<file path="src/risc14_cfg.svh">
// Constants for the 14-bit instruction decoder: offsets, fields, resets, timing
`ifndef RISC14_CFG_SVH
`define RISC14_CFG_SVH

// ----------------------------------------------------------------------------
// Register bus offsets (byte addresses)
// ----------------------------------------------------------------------------
`define OFS_CTRL 4'h0
`define OFS_STATUS 4'h4
`define OFS_ACC 4'h8

// ----------------------------------------------------------------------------
// Control register fields
// ----------------------------------------------------------------------------
`define CTRL_RUN_BIT 0
`define CTRL_PSA_BIT 1
`define CTRL_WAKE_BIT 2

// ----------------------------------------------------------------------------
// Status register fields
// ----------------------------------------------------------------------------
`define ST_C_BIT 16
`define ST_DC_BIT 17
`define ST_Z_BIT 18
`define ST_TO_BIT 19
`define ST_PD_BIT 20
`define ST_MODE_LSB 21

// ----------------------------------------------------------------------------
// Instruction word groups and fixed words
// ----------------------------------------------------------------------------
`define GRP_BYTE 2'h0
`define GRP_BIT 2'h1
`define GRP_JUMP 2'h2
`define GRP_LIT 2'h3
`define W_RETURN 14'h0008
`define W_RETURN_FROM_HANDLER 14'h0009
`define W_SLEEP 14'h0063
`define W_KICK_WATCHDOG 14'h0064
`define W_CLRW 14'h0103

// ----------------------------------------------------------------------------
// File addresses with side effects
// ----------------------------------------------------------------------------
`define FA_TIMER0 7'h01
`define FA_PORT 7'h06

// ----------------------------------------------------------------------------
// Timing: oscillator periods per instruction cycle, last phase executes
// ----------------------------------------------------------------------------
`define OSC_PER_CYCLE 4
`define PHASE_EXEC 2'h3

// ----------------------------------------------------------------------------
// Bus responses and reset values
// ----------------------------------------------------------------------------
`define RESP_OKAY 2'h0
`define RESP_SLVERR 2'h2
`define RST_PC 13'h0000

`endif

</file>
<file path="src/risc14_pkg.sv">
// Types for the 14-bit instruction decoder
package risc14_pkg;

    typedef enum logic [1:0] {
        MODE_HALT = 2'b00,
        MODE_RUN = 2'b01,
        MODE_STANDBY = 2'b10
    } core_mode_t;

    typedef struct packed {
        logic [1:0] phase;
        logic [12:0] pc;
        logic [7:0] acc;
        logic [127:0][7:0] fregs;
        logic [7:0][12:0] stack;
        logic [2:0] sp;
        logic c;
        logic dc;
        logic z;
        logic to;
        logic pd;
        logic nop_next;
        core_mode_t mode;
        logic psa;
        logic wdt_clear;
        logic psc_clear;
        logic [7:0] pins_meta;
        logic [7:0] pins_sync;
        logic aw_got;
        logic [3:0] aw_addr;
        logic w_got;
        logic [31:0] w_data;
        logic [3:0] w_strb;
        logic awready;
        logic wready;
        logic bvalid;
        logic [1:0] bresp;
        logic arready;
        logic rvalid;
        logic [31:0] rdata;
        logic [1:0] rresp;
    } core_state_t;

endpackage

</file>
<file path="src/risc_14bit_instruction_decoder.sv">
// Instruction decoder and executor for a 14-bit word, 8-bit data core
//
// The AXI4-Lite slave port and the register offsets were chosen for this implementation.
`timescale 1ns/1ns
`include "risc14_cfg.svh"

// Functional notes
// - Rotate left through carry, carry only
// - Rotate right through carry, carry only
// - OR accumulator with file, zero flag
// - XOR accumulator with file, zero flag
// - Decrement file, skip on zero, no flags
// - Increment file, skip on zero, no flags
// - Bit test, skip when bit low
// - Bit test, skip when bit high
// - Add literal to accumulator, C DC Z
// - AND literal into accumulator, zero flag
// - OR literal into accumulator, zero flag
// - XOR literal into accumulator, zero flag
// - Literal minus accumulator, C DC Z
// - Load literal and return, two cycles
// - Subroutine return pops stack, two cycles
// - Handler return pops stack, two cycles
// - Standby entry updates timeout and powerdown
// - Watchdog kick updates timeout and powerdown
// - Port modify reads pin levels
// - Timer count write clears assigned prescaler
// - Branch or true test takes two cycles
// - Destination bit picks accumulator or file
// - One instruction cycle is four clocks
// - File address spans 0x00 to 0x7F
module risc_14bit_instruction_decoder (
    input wire logic aclk,
    input wire logic aresetn,
    input wire logic clk_en,
    output logic [12:0] prog_addr,
    input wire logic [13:0] prog_word,
    input wire logic [7:0] port_pins,
    output logic [7:0] port_latch,
    output logic wdt_clear,
    output logic prescaler_clear,
    output logic standby,
    input wire logic [3:0] s_axi_awaddr,
    input wire logic s_axi_awvalid,
    output logic s_axi_awready,
    input wire logic [31:0] s_axi_wdata,
    input wire logic [3:0] s_axi_wstrb,
    input wire logic s_axi_wvalid,
    output logic s_axi_wready,
    output logic [1:0] s_axi_bresp,
    output logic s_axi_bvalid,
    input wire logic s_axi_bready,
    input wire logic [3:0] s_axi_araddr,
    input wire logic s_axi_arvalid,
    output logic s_axi_arready,
    output logic [31:0] s_axi_rdata,
    output logic [1:0] s_axi_rresp,
    output logic s_axi_rvalid,
    input wire logic s_axi_rready
);
    import risc14_pkg::*;

    risc14_pkg::core_state_t q;
    risc14_pkg::core_state_t n;

    // ------------------------------------------------------------------------
    // Next-state logic
    // ------------------------------------------------------------------------

    // Decode fields, operands and results
    logic [13:0] iw;
    logic [1:0] grp;
    logic [3:0] op4;
    logic dsel;
    logic [6:0] fa;
    logic [2:0] bsel;
    logic [7:0] lit;
    logic [7:0] fval;
    logic [7:0] res;
    logic [8:0] sum9;
    logic [4:0] sum5;
    logic wr_res;
    logic wr_file;
    logic upd_z;
    logic upd_cdc;
    logic skip;
    logic branch;
    logic [12:0] target;
    logic [12:0] pc_inc;
    logic [31:0] rd_word;
    logic [1:0] rd_resp;

    always_comb begin
        n = q;
        iw = prog_word;
        grp = iw[13:12];
        op4 = iw[11:8];
        dsel = iw[7];
        fa = iw[6:0];
        bsel = iw[9:7];
        lit = iw[7:0];
        fval = (fa == `FA_PORT) ? q.pins_sync : q.fregs[fa];
        res = 8'h00;
        sum9 = 9'h000;
        sum5 = 5'h00;
        wr_res = 1'b0;
        wr_file = 1'b0;
        upd_z = 1'b0;
        upd_cdc = 1'b0;
        skip = 1'b0;
        branch = 1'b0;
        target = q.pc;
        pc_inc = q.pc + 13'h0001;
        rd_word = 32'h0000_0000;
        rd_resp = `RESP_OKAY;
        n.wdt_clear = 1'b0;
        n.psc_clear = 1'b0;

        // Two-flop synchroniser for the port pins
        n.pins_meta = port_pins;
        n.pins_sync = q.pins_meta;

        // Phase counter: four clocks per instruction cycle
        if (q.mode == MODE_RUN) begin
            n.phase = q.phase + 2'h1;
        end else begin
            n.phase = 2'h0;
        end

        // Execute on the last phase of each instruction cycle
        if (q.mode == MODE_RUN && q.phase == `PHASE_EXEC) begin
            n.pc = pc_inc;
            n.nop_next = 1'b0;
            if (q.nop_next) begin
                n.pc = q.pc;
            end else begin
                case (grp)
                    `GRP_BYTE: begin
                        if (iw == `W_RETURN || iw == `W_RETURN_FROM_HANDLER) begin
                            n.sp = q.sp - 3'h1;
                            target = q.stack[n.sp];
                            branch = 1'b1;
                        end else if (iw == `W_SLEEP) begin
                            n.to = 1'b1;
                            n.pd = 1'b0;
                            n.wdt_clear = 1'b1;
                            n.mode = MODE_STANDBY;
                        end else if (iw == `W_KICK_WATCHDOG) begin
                            n.to = 1'b1;
                            n.pd = 1'b1;
                            n.wdt_clear = 1'b1;
                        end else begin
                            wr_res = 1'b1;
                            case (op4)
                                4'h0: begin
                                    // Move accumulator to file; other words no-op
                                    res = q.acc;
                                    wr_res = dsel;
                                    dsel = 1'b1;
                                end
                                4'h1: begin
                                    // Clear file or accumulator
                                    res = 8'h00;
                                    upd_z = 1'b1;
                                    wr_res = dsel || (iw == `W_CLRW);
                                end
                                4'h2: begin
                                    sum9 = {1'b0, fval} + {1'b0, ~q.acc} + 9'h001;
                                    sum5 = {1'b0, fval[3:0]} + {1'b0, ~q.acc[3:0]} + 5'h01;
                                    res = sum9[7:0];
                                    upd_z = 1'b1;
                                    upd_cdc = 1'b1;
                                end
                                4'h3: begin
                                    res = fval - 8'h01;
                                    upd_z = 1'b1;
                                end
                                4'h4: begin
                                    res = q.acc | fval;
                                    upd_z = 1'b1;
                                end
                                4'h5: begin
                                    res = q.acc & fval;
                                    upd_z = 1'b1;
                                end
                                4'h6: begin
                                    res = q.acc ^ fval;
                                    upd_z = 1'b1;
                                end
                                4'h7: begin
                                    sum9 = {1'b0, fval} + {1'b0, q.acc};
                                    sum5 = {1'b0, fval[3:0]} + {1'b0, q.acc[3:0]};
                                    res = sum9[7:0];
                                    upd_z = 1'b1;
                                    upd_cdc = 1'b1;
                                end
                                4'h8: begin
                                    res = fval;
                                    upd_z = 1'b1;
                                end
                                4'h9: begin
                                    res = ~fval;
                                    upd_z = 1'b1;
                                end
                                4'hA: begin
                                    res = fval + 8'h01;
                                    upd_z = 1'b1;
                                end
                                4'hB: begin
                                    res = fval - 8'h01;
                                    skip = (res == 8'h00);
                                end
                                4'hC: begin
                                    res = {q.c, fval[7:1]};
                                    n.c = fval[0];
                                end
                                4'hD: begin
                                    res = {fval[6:0], q.c};
                                    n.c = fval[7];
                                end
                                4'hE: begin
                                    res = {fval[3:0], fval[7:4]};
                                end
                                4'hF: begin
                                    res = fval + 8'h01;
                                    skip = (res == 8'h00);
                                end
                                default: begin
                                    wr_res = 1'b0;
                                end
                            endcase
                        end
                    end
                    `GRP_BIT: begin
                        res = fval;
                        case (op4[3:2])
                            2'h0: begin
                                res[bsel] = 1'b0;
                                wr_res = 1'b1;
                                dsel = 1'b1;
                            end
                            2'h1: begin
                                res[bsel] = 1'b1;
                                wr_res = 1'b1;
                                dsel = 1'b1;
                            end
                            2'h2: begin
                                skip = ~fval[bsel];
                            end
                            2'h3: begin
                                skip = fval[bsel];
                            end
                            default: begin
                                skip = 1'b0;
                            end
                        endcase
                    end
                    `GRP_JUMP: begin
                        // Call pushes the return address, jump does not
                        if (!op4[3]) begin
                            n.stack[q.sp] = pc_inc;
                            n.sp = q.sp + 3'h1;
                        end
                        target = {2'h0, iw[10:0]};
                        branch = 1'b1;
                    end
                    `GRP_LIT: begin
                        wr_res = 1'b1;
                        dsel = 1'b0;
                        case (op4)
                            4'h0, 4'h1, 4'h2, 4'h3: begin
                                res = lit;
                            end
                            4'h4, 4'h5, 4'h6, 4'h7: begin
                                res = lit;
                                n.sp = q.sp - 3'h1;
                                target = q.stack[n.sp];
                                branch = 1'b1;
                            end
                            4'h8: begin
                                res = q.acc | lit;
                                upd_z = 1'b1;
                            end
                            4'h9: begin
                                res = q.acc & lit;
                                upd_z = 1'b1;
                            end
                            4'hA: begin
                                res = q.acc ^ lit;
                                upd_z = 1'b1;
                            end
                            4'hC, 4'hD: begin
                                sum9 = {1'b0, lit} + {1'b0, ~q.acc} + 9'h001;
                                sum5 = {1'b0, lit[3:0]} + {1'b0, ~q.acc[3:0]} + 5'h01;
                                res = sum9[7:0];
                                upd_z = 1'b1;
                                upd_cdc = 1'b1;
                            end
                            4'hE, 4'hF: begin
                                sum9 = {1'b0, lit} + {1'b0, q.acc};
                                sum5 = {1'b0, lit[3:0]} + {1'b0, q.acc[3:0]};
                                res = sum9[7:0];
                                upd_z = 1'b1;
                                upd_cdc = 1'b1;
                            end
                            default: begin
                                wr_res = 1'b0;
                            end
                        endcase
                    end
                    default: begin
                        wr_res = 1'b0;
                    end
                endcase

                // Route the result by the destination bit
                wr_file = wr_res && dsel;
                if (wr_res && !dsel) begin
                    n.acc = res;
                end
                if (wr_file) begin
                    n.fregs[fa] = res;
                end
                // Timer count write restarts its prescaler when assigned
                if (wr_file && fa == `FA_TIMER0 && q.psa) begin
                    n.psc_clear = 1'b1;
                end
                // Only the listed flags move; all others hold
                if (upd_z) begin
                    n.z = (res == 8'h00);
                end
                if (upd_cdc) begin
                    n.c = sum9[8];
                    n.dc = sum5[4];
                end
                // Taken branch or true test burns a second cycle
                if (branch) begin
                    n.pc = target;
                    n.nop_next = 1'b1;
                end else if (skip) begin
                    n.pc = q.pc + 13'h0002;
                    n.nop_next = 1'b1;
                end
            end
        end

        // --------------------------------------------------------------------
        // Register bus write side
        // --------------------------------------------------------------------

        // Latch address and data in either order
        if (s_axi_awvalid && q.awready) begin
            n.aw_got = 1'b1;
            n.aw_addr = s_axi_awaddr;
        end
        if (s_axi_wvalid && q.wready) begin
            n.w_got = 1'b1;
            n.w_data = s_axi_wdata;
            n.w_strb = s_axi_wstrb;
        end
        if (q.bvalid && s_axi_bready) begin
            n.bvalid = 1'b0;
        end
        // Perform the write once both halves are held
        if (q.aw_got && q.w_got && !q.bvalid) begin
            n.aw_got = 1'b0;
            n.w_got = 1'b0;
            n.bvalid = 1'b1;
            n.bresp = `RESP_OKAY;
            if ({q.aw_addr[3:2], 2'h0} == `OFS_CTRL) begin
                if (q.w_strb[0]) begin
                    n.mode = q.w_data[`CTRL_RUN_BIT] ? MODE_RUN : MODE_HALT;
                    if (q.mode == MODE_STANDBY && !q.w_data[`CTRL_WAKE_BIT]) begin
                        n.mode = MODE_STANDBY;
                    end
                    n.psa = q.w_data[`CTRL_PSA_BIT];
                end
            end else if ({q.aw_addr[3:2], 2'h0} != `OFS_STATUS
                         && {q.aw_addr[3:2], 2'h0} != `OFS_ACC) begin
                n.bresp = `RESP_SLVERR;
            end
        end
        n.awready = !n.aw_got && !n.bvalid;
        n.wready = !n.w_got && !n.bvalid;

        // --------------------------------------------------------------------
        // Register bus read side
        // --------------------------------------------------------------------
        case ({s_axi_araddr[3:2], 2'h0})
            `OFS_CTRL: begin
                rd_word[`CTRL_RUN_BIT] = (q.mode != MODE_HALT);
                rd_word[`CTRL_PSA_BIT] = q.psa;
            end
            `OFS_STATUS: begin
                rd_word[12:0] = q.pc;
                rd_word[`ST_C_BIT] = q.c;
                rd_word[`ST_DC_BIT] = q.dc;
                rd_word[`ST_Z_BIT] = q.z;
                rd_word[`ST_TO_BIT] = q.to;
                rd_word[`ST_PD_BIT] = q.pd;
                rd_word[`ST_MODE_LSB +: 2] = q.mode;
            end
            `OFS_ACC: begin
                rd_word[7:0] = q.acc;
            end
            default: begin
                rd_resp = `RESP_SLVERR;
            end
        endcase
        if (q.rvalid && s_axi_rready) begin
            n.rvalid = 1'b0;
        end
        if (s_axi_arvalid && q.arready) begin
            n.rvalid = 1'b1;
            n.rdata = rd_word;
            n.rresp = rd_resp;
        end
        n.arready = !n.rvalid;
    end

    // ------------------------------------------------------------------------
    // State register, frozen while the clock enable is low
    // ------------------------------------------------------------------------
    always_ff @(posedge aclk) begin
        if (!aresetn) begin
            q <= '0;
            q.pc <= `RST_PC;
            q.to <= 1'b1;
            q.pd <= 1'b1;
            q.mode <= MODE_HALT;
            q.awready <= 1'b1;
            q.wready <= 1'b1;
            q.arready <= 1'b1;
        end else if (clk_en) begin
            q <= n;
        end
    end

    // Outputs taken straight from the state register
    assign prog_addr = q.pc;
    assign port_latch = q.fregs[`FA_PORT];
    assign wdt_clear = q.wdt_clear;
    assign prescaler_clear = q.psc_clear;
    assign standby = (q.mode == MODE_STANDBY);
    assign s_axi_awready = q.awready;
    assign s_axi_wready = q.wready;
    assign s_axi_bvalid = q.bvalid;
    assign s_axi_bresp = q.bresp;
    assign s_axi_arready = q.arready;
    assign s_axi_rvalid = q.rvalid;
    assign s_axi_rdata = q.rdata;
    assign s_axi_rresp = q.rresp;

endmodule

</file>
<file path="config.mk">
export PLATFORM = sky130hd
export DESIGN_NAME = risc_14bit_instruction_decoder
export DESIGN_NICKNAME = d
export VERILOG_FILES = /design/src/risc14_pkg.sv /design/src/risc_14bit_instruction_decoder.sv
export VERILOG_INCLUDE_DIRS = /design/src
export SDC_FILE = /design/constraint.sdc
export NUM_CORES = 2
export LEC_CHECK = 0
export BUFFER_PORTS_ARGS = -buffer_cell sky130_fd_sc_hd__buf_2
export CORE_MARGIN = 3
export CORE_UTILIZATION = 60
export CTS_BUF_LIST = sky130_fd_sc_hd__clkbuf_8
export CTS_CLUSTER_DIAMETER = 100
export DETAILED_ROUTE_END_ITERATION = 7
export PLACE_DENSITY = 0.75
export RECOVER_POWER = 25
export SETUP_SLACK_MARGIN = 0.1
export SYNTH_ARGS = -nofsm -noshare
export SYNTH_HDL_FRONTEND = slang
export SYNTH_SLANG_ARGS = --single-unit
</file>
<file path="constraint.sdc">
create_clock -name aclk -period 12.7 [get_ports aclk]
set_input_delay 2.54 -clock aclk [delete_from_list [all_inputs] [get_ports aclk]]
set_output_delay 2.54 -clock aclk [all_outputs]
set_load 0.02 [all_outputs]
</file>
# Yosys cells after proc, flatten, opt, wreduce, memory -nomap -nowiden
# Index checks and enable logic that the tools add are counted.
dict set report classes {
  addsub 19
  magnitude_cmp 7
  bitwise 16
  reduce_logical 69
  eq_ne 44
  n_mux 134
}
# cell n
set op_table {}
lappend op_table {{bitwise mux 1024 bit} 1}
lappend op_table {{one-hot mux 8 bit (14 select lines)} 1}
lappend op_table {{bitwise mux 104 bit} 1}
lappend op_table {{2-to-1 mux 13 bit} 6}
lappend op_table {{2-to-1 mux 8 bit} 8}
lappend op_table {{binary-select mux 8 bit (select 7 bit)} 1}
lappend op_table {{demux 8 bit (select 7 bit)} 1}
lappend op_table {{2-to-1 mux 1 bit} 55}
lappend op_table {{one-hot mux 9 bit (2 select lines)} 3}
lappend op_table {{one-hot mux 8 bit (6 select lines)} 1}
lappend op_table {{binary-select mux 13 bit (select 3 bit)} 1}
lappend op_table {{demux 13 bit (select 3 bit)} 1}
lappend op_table {{one-hot mux 13 bit (3 select lines)} 1}
lappend op_table {{2-to-1 mux 37 bit} 1}
lappend op_table {{adder 8 x 8 -> 9 bit} 4}
lappend op_table {{2-to-1 mux 35 bit} 1}
lappend op_table {{== test 4 bit, second input constant} 8}
lappend op_table {{one-hot mux 5 bit (2 select lines)} 3}
lappend op_table {{== test 14 x 4 -> 1 bit, second input constant} 2}
lappend op_table {{== test 14 x 7 -> 1 bit, second input constant} 2}
lappend op_table {{2-to-1 mux 2 bit} 14}
lappend op_table {{2-to-1 mux 9 bit} 3}
lappend op_table {{2-to-1 mux 5 bit} 5}
lappend op_table {{bitwise AND 8 bit} 3}
lappend op_table {{63 further kinds} 162}
dict set report word_totals {
  reg_bits 1252
  output_inout_bits 65
  word_cells 454
  input_bits 74
}

# Logic depth before layout (Yosys ltp)
dict set report logic_depth {
  depth_word 19
  ltp_mapped 27
  depth_no_buf 19
}

# Worst setup path after synthesis
# No wires, ideal clock.
dict set report synth_timing {
  kind {in2reg}
  from {input port prog_word[0]}
  to {register q[107] in the netlist's numbering}
  setup_slack_ns 5.350
  arrival_ns 7.255
  path_buffers 7
  cell_stages 26
  required_ns 12.604
  cell_sequence {buf_6 buf_12 buf_8 buf_6 mux4_2 nand2_1 o21ai_1 a311oi_1 a31oi_2 buf_4 inv_1 ha_1 a21o_1 a21oi_1 o21ai_0 a21o_1 a21oi_1 xor2_1 o21ai_0 a221oi_1 o2111a_1 o221ai_2 buf_4 buf_4 nor2b_1 o41ai_2}
}
dict set report synth_between {
  elab_chain_len 13
  elab_cells_between_ends 43
}
# element line
set synth_rtl {}
lappend synth_rtl {{start: declaration} risc_14bit_instruction_decoder.sv:37} ;# input wire logic [13:0] prog_word,
lappend synth_rtl {{binary-select mux 8 bit (select 7 bit)} risc_14bit_instruction_decoder.sv:102} ;# fval = (fa == `FA_PORT) ? q.pins_sync : q.fregs[fa];
lappend synth_rtl {{2-to-1 mux 8 bit (implied by the code)} risc_14bit_instruction_decoder.sv:102}
lappend synth_rtl {{2-to-1 mux 8 bit} risc_14bit_instruction_decoder.sv:102}
lappend synth_rtl {{adder 8 x 8 -> 9 bit} risc_14bit_instruction_decoder.sv:168} ;# sum9 = {1'b0, fval} + {1'b0, ~q.acc} + 9'h001;
lappend synth_rtl {{adder 9 x 1 -> 9 bit} risc_14bit_instruction_decoder.sv:168}
lappend synth_rtl {{one-hot mux 8 bit (14 select lines)} risc_14bit_instruction_decoder.sv:154} ;# case (op4)
lappend synth_rtl {{2-to-1 mux 8 bit} risc_14bit_instruction_decoder.sv:148} ;# end else if (iw == `W_KICK_WATCHDOG) begin
lappend synth_rtl {{2-to-1 mux 8 bit} risc_14bit_instruction_decoder.sv:143} ;# end else if (iw == `W_SLEEP) begin
lappend synth_rtl {{2-to-1 mux 8 bit} risc_14bit_instruction_decoder.sv:139} ;# if (iw == `W_RETURN || iw == `W_RETURN_FROM_HANDLER) begin
lappend synth_rtl {{one-hot mux 8 bit (3 select lines)} risc_14bit_instruction_decoder.sv:137} ;# case (grp)
lappend synth_rtl {{2-to-1 mux 8 bit} risc_14bit_instruction_decoder.sv:134} ;# if (q.nop_next) begin
lappend synth_rtl {{2-to-1 mux 8 bit} risc_14bit_instruction_decoder.sv:131} ;# if (q.mode == MODE_RUN && q.phase == `PHASE_EXEC) begin
lappend synth_rtl {{logical NOT 8 bit} risc_14bit_instruction_decoder.sv:330} ;# n.z = (res == 8'h00);
lappend synth_rtl {{end signal: assignment} risc_14bit_instruction_decoder.sv:435} ;# q <= n;
lappend synth_rtl {{end: declaration} risc_14bit_instruction_decoder.sv:63} ;# risc14_pkg::core_state_t q;
# Parallel ways exist; a longest one is shown, timed or not. The select of a mux whose other input is x is not followed.
# A chain may end at the register's enable or synchronous reset.

# Final worst setup path
dict set report layout_timing {
  from {input port prog_word[3]}
  to {register q[799] in the netlist's numbering}
}
dict set report layout_between {
  elab_chain_len 13
  elab_cells_between_ends 55
}
# element line
set layout_rtl {}
lappend layout_rtl {{binary-select mux 8 bit (select 7 bit)} risc_14bit_instruction_decoder.sv:102}
lappend layout_rtl {{2-to-1 mux 8 bit (implied by the code)} risc_14bit_instruction_decoder.sv:102}
lappend layout_rtl {{2-to-1 mux 8 bit} risc_14bit_instruction_decoder.sv:102}
lappend layout_rtl {{adder 8 x 8 -> 9 bit} risc_14bit_instruction_decoder.sv:168}
lappend layout_rtl {{adder 9 x 1 -> 9 bit} risc_14bit_instruction_decoder.sv:168}
lappend layout_rtl {{one-hot mux 8 bit (14 select lines)} risc_14bit_instruction_decoder.sv:154}
lappend layout_rtl {{2-to-1 mux 8 bit} risc_14bit_instruction_decoder.sv:148}
lappend layout_rtl {{2-to-1 mux 8 bit} risc_14bit_instruction_decoder.sv:143}
lappend layout_rtl {{2-to-1 mux 8 bit} risc_14bit_instruction_decoder.sv:139}
lappend layout_rtl {{one-hot mux 8 bit (3 select lines)} risc_14bit_instruction_decoder.sv:137}
lappend layout_rtl {{2-to-1 mux 8 bit} risc_14bit_instruction_decoder.sv:134}
lappend layout_rtl {{2-to-1 mux 8 bit} risc_14bit_instruction_decoder.sv:131}
lappend layout_rtl {{bitwise mux 1024 bit} risc_14bit_instruction_decoder.sv:322} ;# n.fregs[fa] = res;
# Parallel ways exist; a longest one is shown, timed or not. The select of a mux whose other input is x is not followed.

==> qor.csv <==
stage,metric,value,unit
drt,Post-Route WL,187000,microns
flow_run,max-cap check violation count,3,
logic_synthesis,synthesized flop and latch total,1215,
drt,via count,53200,
sta,Final setup viols,0,
die,# IOs,139,
layout,share of cells above drive strength 1,10.9,%
grt,GRT overflow,0,
setup_path,Worst R2R Path Depth,20,
clocking,CTS Hold Bufs,0,
drt,Routed wire per std cell,23.2,microns
layout,Nets,6793,
grt,Global Route Usage Sum,35.3,%
drt,DR DRC count,0,
placed_design,# placed instances,7724,
sta,final worst slack,2.33,ns
sta,skew final,0.0556,ns
power,leak pwr,21.3,nW
setup_path,largest stage delay on the critical path,1.81,ns
logic_synthesis,top post-synthesis cells by area,"dfxtp_1, a21oi_1, mux4_2",
logic_synthesis,Post-synth EDFFs,0,
logic_synthesis,ys async rst share,0,%
clocking,Inserted Clock Buffers,193,
die,DIE HEIGHT,319,microns
power,Net Switching,2.07,mW
power,Sw Share,26.7,%
clocking,clk_lat worst skew,0.91,ns
power,clock power share,42.9,%
setup_path,CP Launch Type,primary input,
clocking,Bufs on Longest Clock Path,3,
layout,"commonest cells after routing, fill and taps aside","dfxtp_1, a21oi_1, nand2_1",
setup_path,critical path type,primary input to flop,
worst_hold_path,Worst Hold Path Cells,2,
status,failing checks,"max-capacitance violations, max-slew violations",
sta,f_max,0.0964,GHz
sta,Slew @ Worst Pin,4.33,ns
placed_design,routability congestion estimate from global placement,0.958,
sta,RSZ-0062 raised after global routing,false,
die,core footprint,0.0970,sq mm
power,Max VDD drop,0.103,mV
power,Reg power frac,49.2,%
logic_synthesis,Synth Instances,6950,
sta,setup TNS,0,ns
placed_design,Place WS,2.94,ns
grt,first-pass GRT wire length,288000,microns
drt,Final ANT Viol Nets,0,
logic_synthesis,average size of a mapped cell,8.47,sq um
drt,drt pass-1 iters,7,
power,cell area power density,124,mW/mm^2
setup_path,Critical Path AT,11.14,ns
worst_hold_path,min-delay src,s_axi_rdata[10],
power,Final Power,7.77,mW
sta,Slew HR,-189,%
status,status,"complete, but fails checks",
clocking,CTS Root Cell,clkbuf_8,
logic_synthesis,post-synth top area share,41.3,%
drt,drt initial violations,7607,
layout,final core area utilization,64.6,%
die,Initial Utilization,60.7,%
logic_synthesis,count of unique library cells instantiated by Yosys,97,
setup_path,FF-to-FF Start,q[1178],
setup_path,worst-path cell chain,"buf_4, nor2b_1, buf_4, a22oi_1, a31oi_1, a211oi_2, a21oi_2, buf_4, inv_2, ha_1, inv_1, a21oi_1, o21bai_1, a21oi_1, a221o_1, a21oi_1, o2111ai_1, o311ai_0, a21oi_4, buf_4, nand3_1, a21oi_1",
logic_synthesis,Synth area leader,dfxtp_1,
logic_synthesis,cell area after synthesis,0.0589,sq mm
layout,"most common cell after layout, fill and taps aside",dfxtp_1,
clocking,CTS tree,done,
clocking,CTS sink count,1215,
sta,Max Slew Vio Count,145,
setup_path,WP depth,22,
drt,DR vias/cell,6.59,
setup_path,Slowest cell on crit path,nor2b_1,
grt,initial antenna violation count,4,
clocking,Post-CTS Resized,0,
layout,Finished Layout Cells,8065,
die,die width,319,microns
worst_hold_path,hold crit path type,flop to flop,
sta,final hold violations,0,
setup_path,Worst Path Buf+Inv,6,
setup_path,"Max FO, Critical Path",59,
power,cell-internal power,5.70,mW
die,num rows,114,
logic_synthesis,YS warnings,0,
clocking,setup bufs post-CTS,0,
clocking,CTS HTree Levels,4,
setup_path,Crit. End Element,flop,
placed_design,Port Buffers,88,
setup_path,Worst Path Required,13.47,ns
power,Logic pwr share,7.9,%
logic_synthesis,Synth Flop Type,dfxtp_1,
die,die area,0.102,sq mm
placed_design,post-DP HPWL,110000,microns
sta,ratio of final minimum period to clock period,81.7,%
grt,vias in the first global route,49800,
setup_path,CP startpoint,prog_word[3],
setup_path,crit-path leading delay family,compound AO/OA/AOI/OAI gates,
clocking,clock input transition at the sequential cells of the worst setup and hold paths,0.06,ns
logic_synthesis,post-synthesis sequential area ratio,41.3,%
sta,Final Critical Period,10.37,ns
grt,largest net degree at the start of global routing,221,
layout,area grow syn2layout,6.33,%
[worst register-to-register path: cells and delay by family (launching register included)]
kind,cells,cell delay [ns]
buffers and inverters,3,1.34
AOI/OAI and AO/OA,14,3.93
and+or+nand+nor,1,0.17
adders and majority gates,1,0.28
DFF,1,0.32
muxes,1,0.50
[synthesized netlist by cell type (5+ instances only)]
| master | n |
|---|---|
| clkbuf_1 | 439 |
| and3_1 | 9 |
| mux2i_1 | 272 |
| xnor2_1 | 13 |
| a211o_1 | 20 |
| and2_1 | 14 |
| a22o_1 | 31 |
| a21oi_1 | 1114 |
| ha_1 | 72 |
| nor3_1 | 39 |
| a21o_1 | 12 |
| buf_1 | 46 |
| a22oi_1 | 63 |
| or3_1 | 15 |
| o21ai_0 | 693 |
| o21bai_1 | 12 |
| or3b_1 | 47 |
| nand2b_1 | 9 |
| o21ai_1 | 10 |
| buf_6 | 19 |
| buf_4 | 90 |
| nand3b_1 | 88 |
| mux4_2 | 224 |
| mux2_2 | 51 |
| o22ai_1 | 19 |
| o31ai_1 | 6 |
| nor2_1 | 466 |
| o211ai_1 | 14 |
| inv_1 | 53 |
| a31oi_1 | 36 |
| nand2_1 | 1067 |
| a221oi_1 | 28 |
| dfxtp_1 | 1215 |
| a211oi_1 | 33 |
| or2_2 | 5 |
| nor2b_1 | 11 |
| nand3_1 | 317 |
| o221ai_1 | 22 |
| nand4_1 | 16 |
| buf_2 | 122 |
| xor2_1 | 13 |
[stage by stage]
stage,hold WS [ns],area [sq um]
after global placement,0.434,58900
final,0.449,62600
after global routing,0.469,62600
after floorplan,0.429,58900
after detailed placement,0.441,58900
after CTS,0.448,62700
[final timing paths]
path	end	slack [ns]
setup / recovery	q[799]	2.33
hold / removal	s_axi_rdata[10]	0.45
setup reg to reg	q[799]	6.04
hold reg to reg	s_axi_rdata[10]	0.45
[power groups by stage]
stage	registers (mW)	logic [mW]	clock network (mW)
global placement	3.90	0.593	0
finish	3.82	0.617	3.33
floorplan	3.90	0.414	0
global route	3.82	0.640	3.52
CTS	3.82	0.595	3.35
detailed placement	3.90	0.594	0
[registers in the layout, indices dropped and copies added, names as in the netlist]
register / count
n: 8
s_axi_rdata: 20
s_axi_bresp: 1
s_axi_wready: 1
s_axi_rvalid: 1
s_axi_awready: 1
prescaler_clear: 1
q: 1157
port_latch: 8
s_axi_bvalid: 1
s_axi_arready: 1
wdt_clear: 1
s_axi_rresp: 1
prog_addr: 13
[cells by family (layout without fill, tap and decap cells)]
| kind of cell | after synthesis | count (layout) | synth area share, % |
|---|---|---|---|
| compound gates | 2176 | 2176 | 20.5 |
| xor+xnor | 26 | 26 | 0.387 |
| fa+ha+maj | 76 | 76 | 1.67 |
| buf+inv | 779 | 602 | 6.14 |
| flops | 1215 | 1215 | 41.3 |
| mux | 548 | 548 | 14.2 |
| other cells | 1 | 17 | 0.00637 |
| simple gates | 2129 | 2129 | 15.8 |
[routing by layer]
metal	share of wire, %	vias up	routed length, microns	GRT usage (%)
li1	-	24000	-	-
met1	40	25600	74500	47.5
met2	45	3128	84400	54.1
met3	10	519	19600	7.56
met4	4.6	4	8580	17.1
met5	0.011	-	21	0
[final cells by class]
class	instances	area, sq um
multi-input combinational	4969	31200
antenna	3	7.51
tap	1276	1600
sequential	1215	24300
clock buffer	240	3300
timing repair buffer	206	1490
inverter	58	225
clock inverter	98	527
fill	8104	34400
Power figures use the tool's default switching activity.
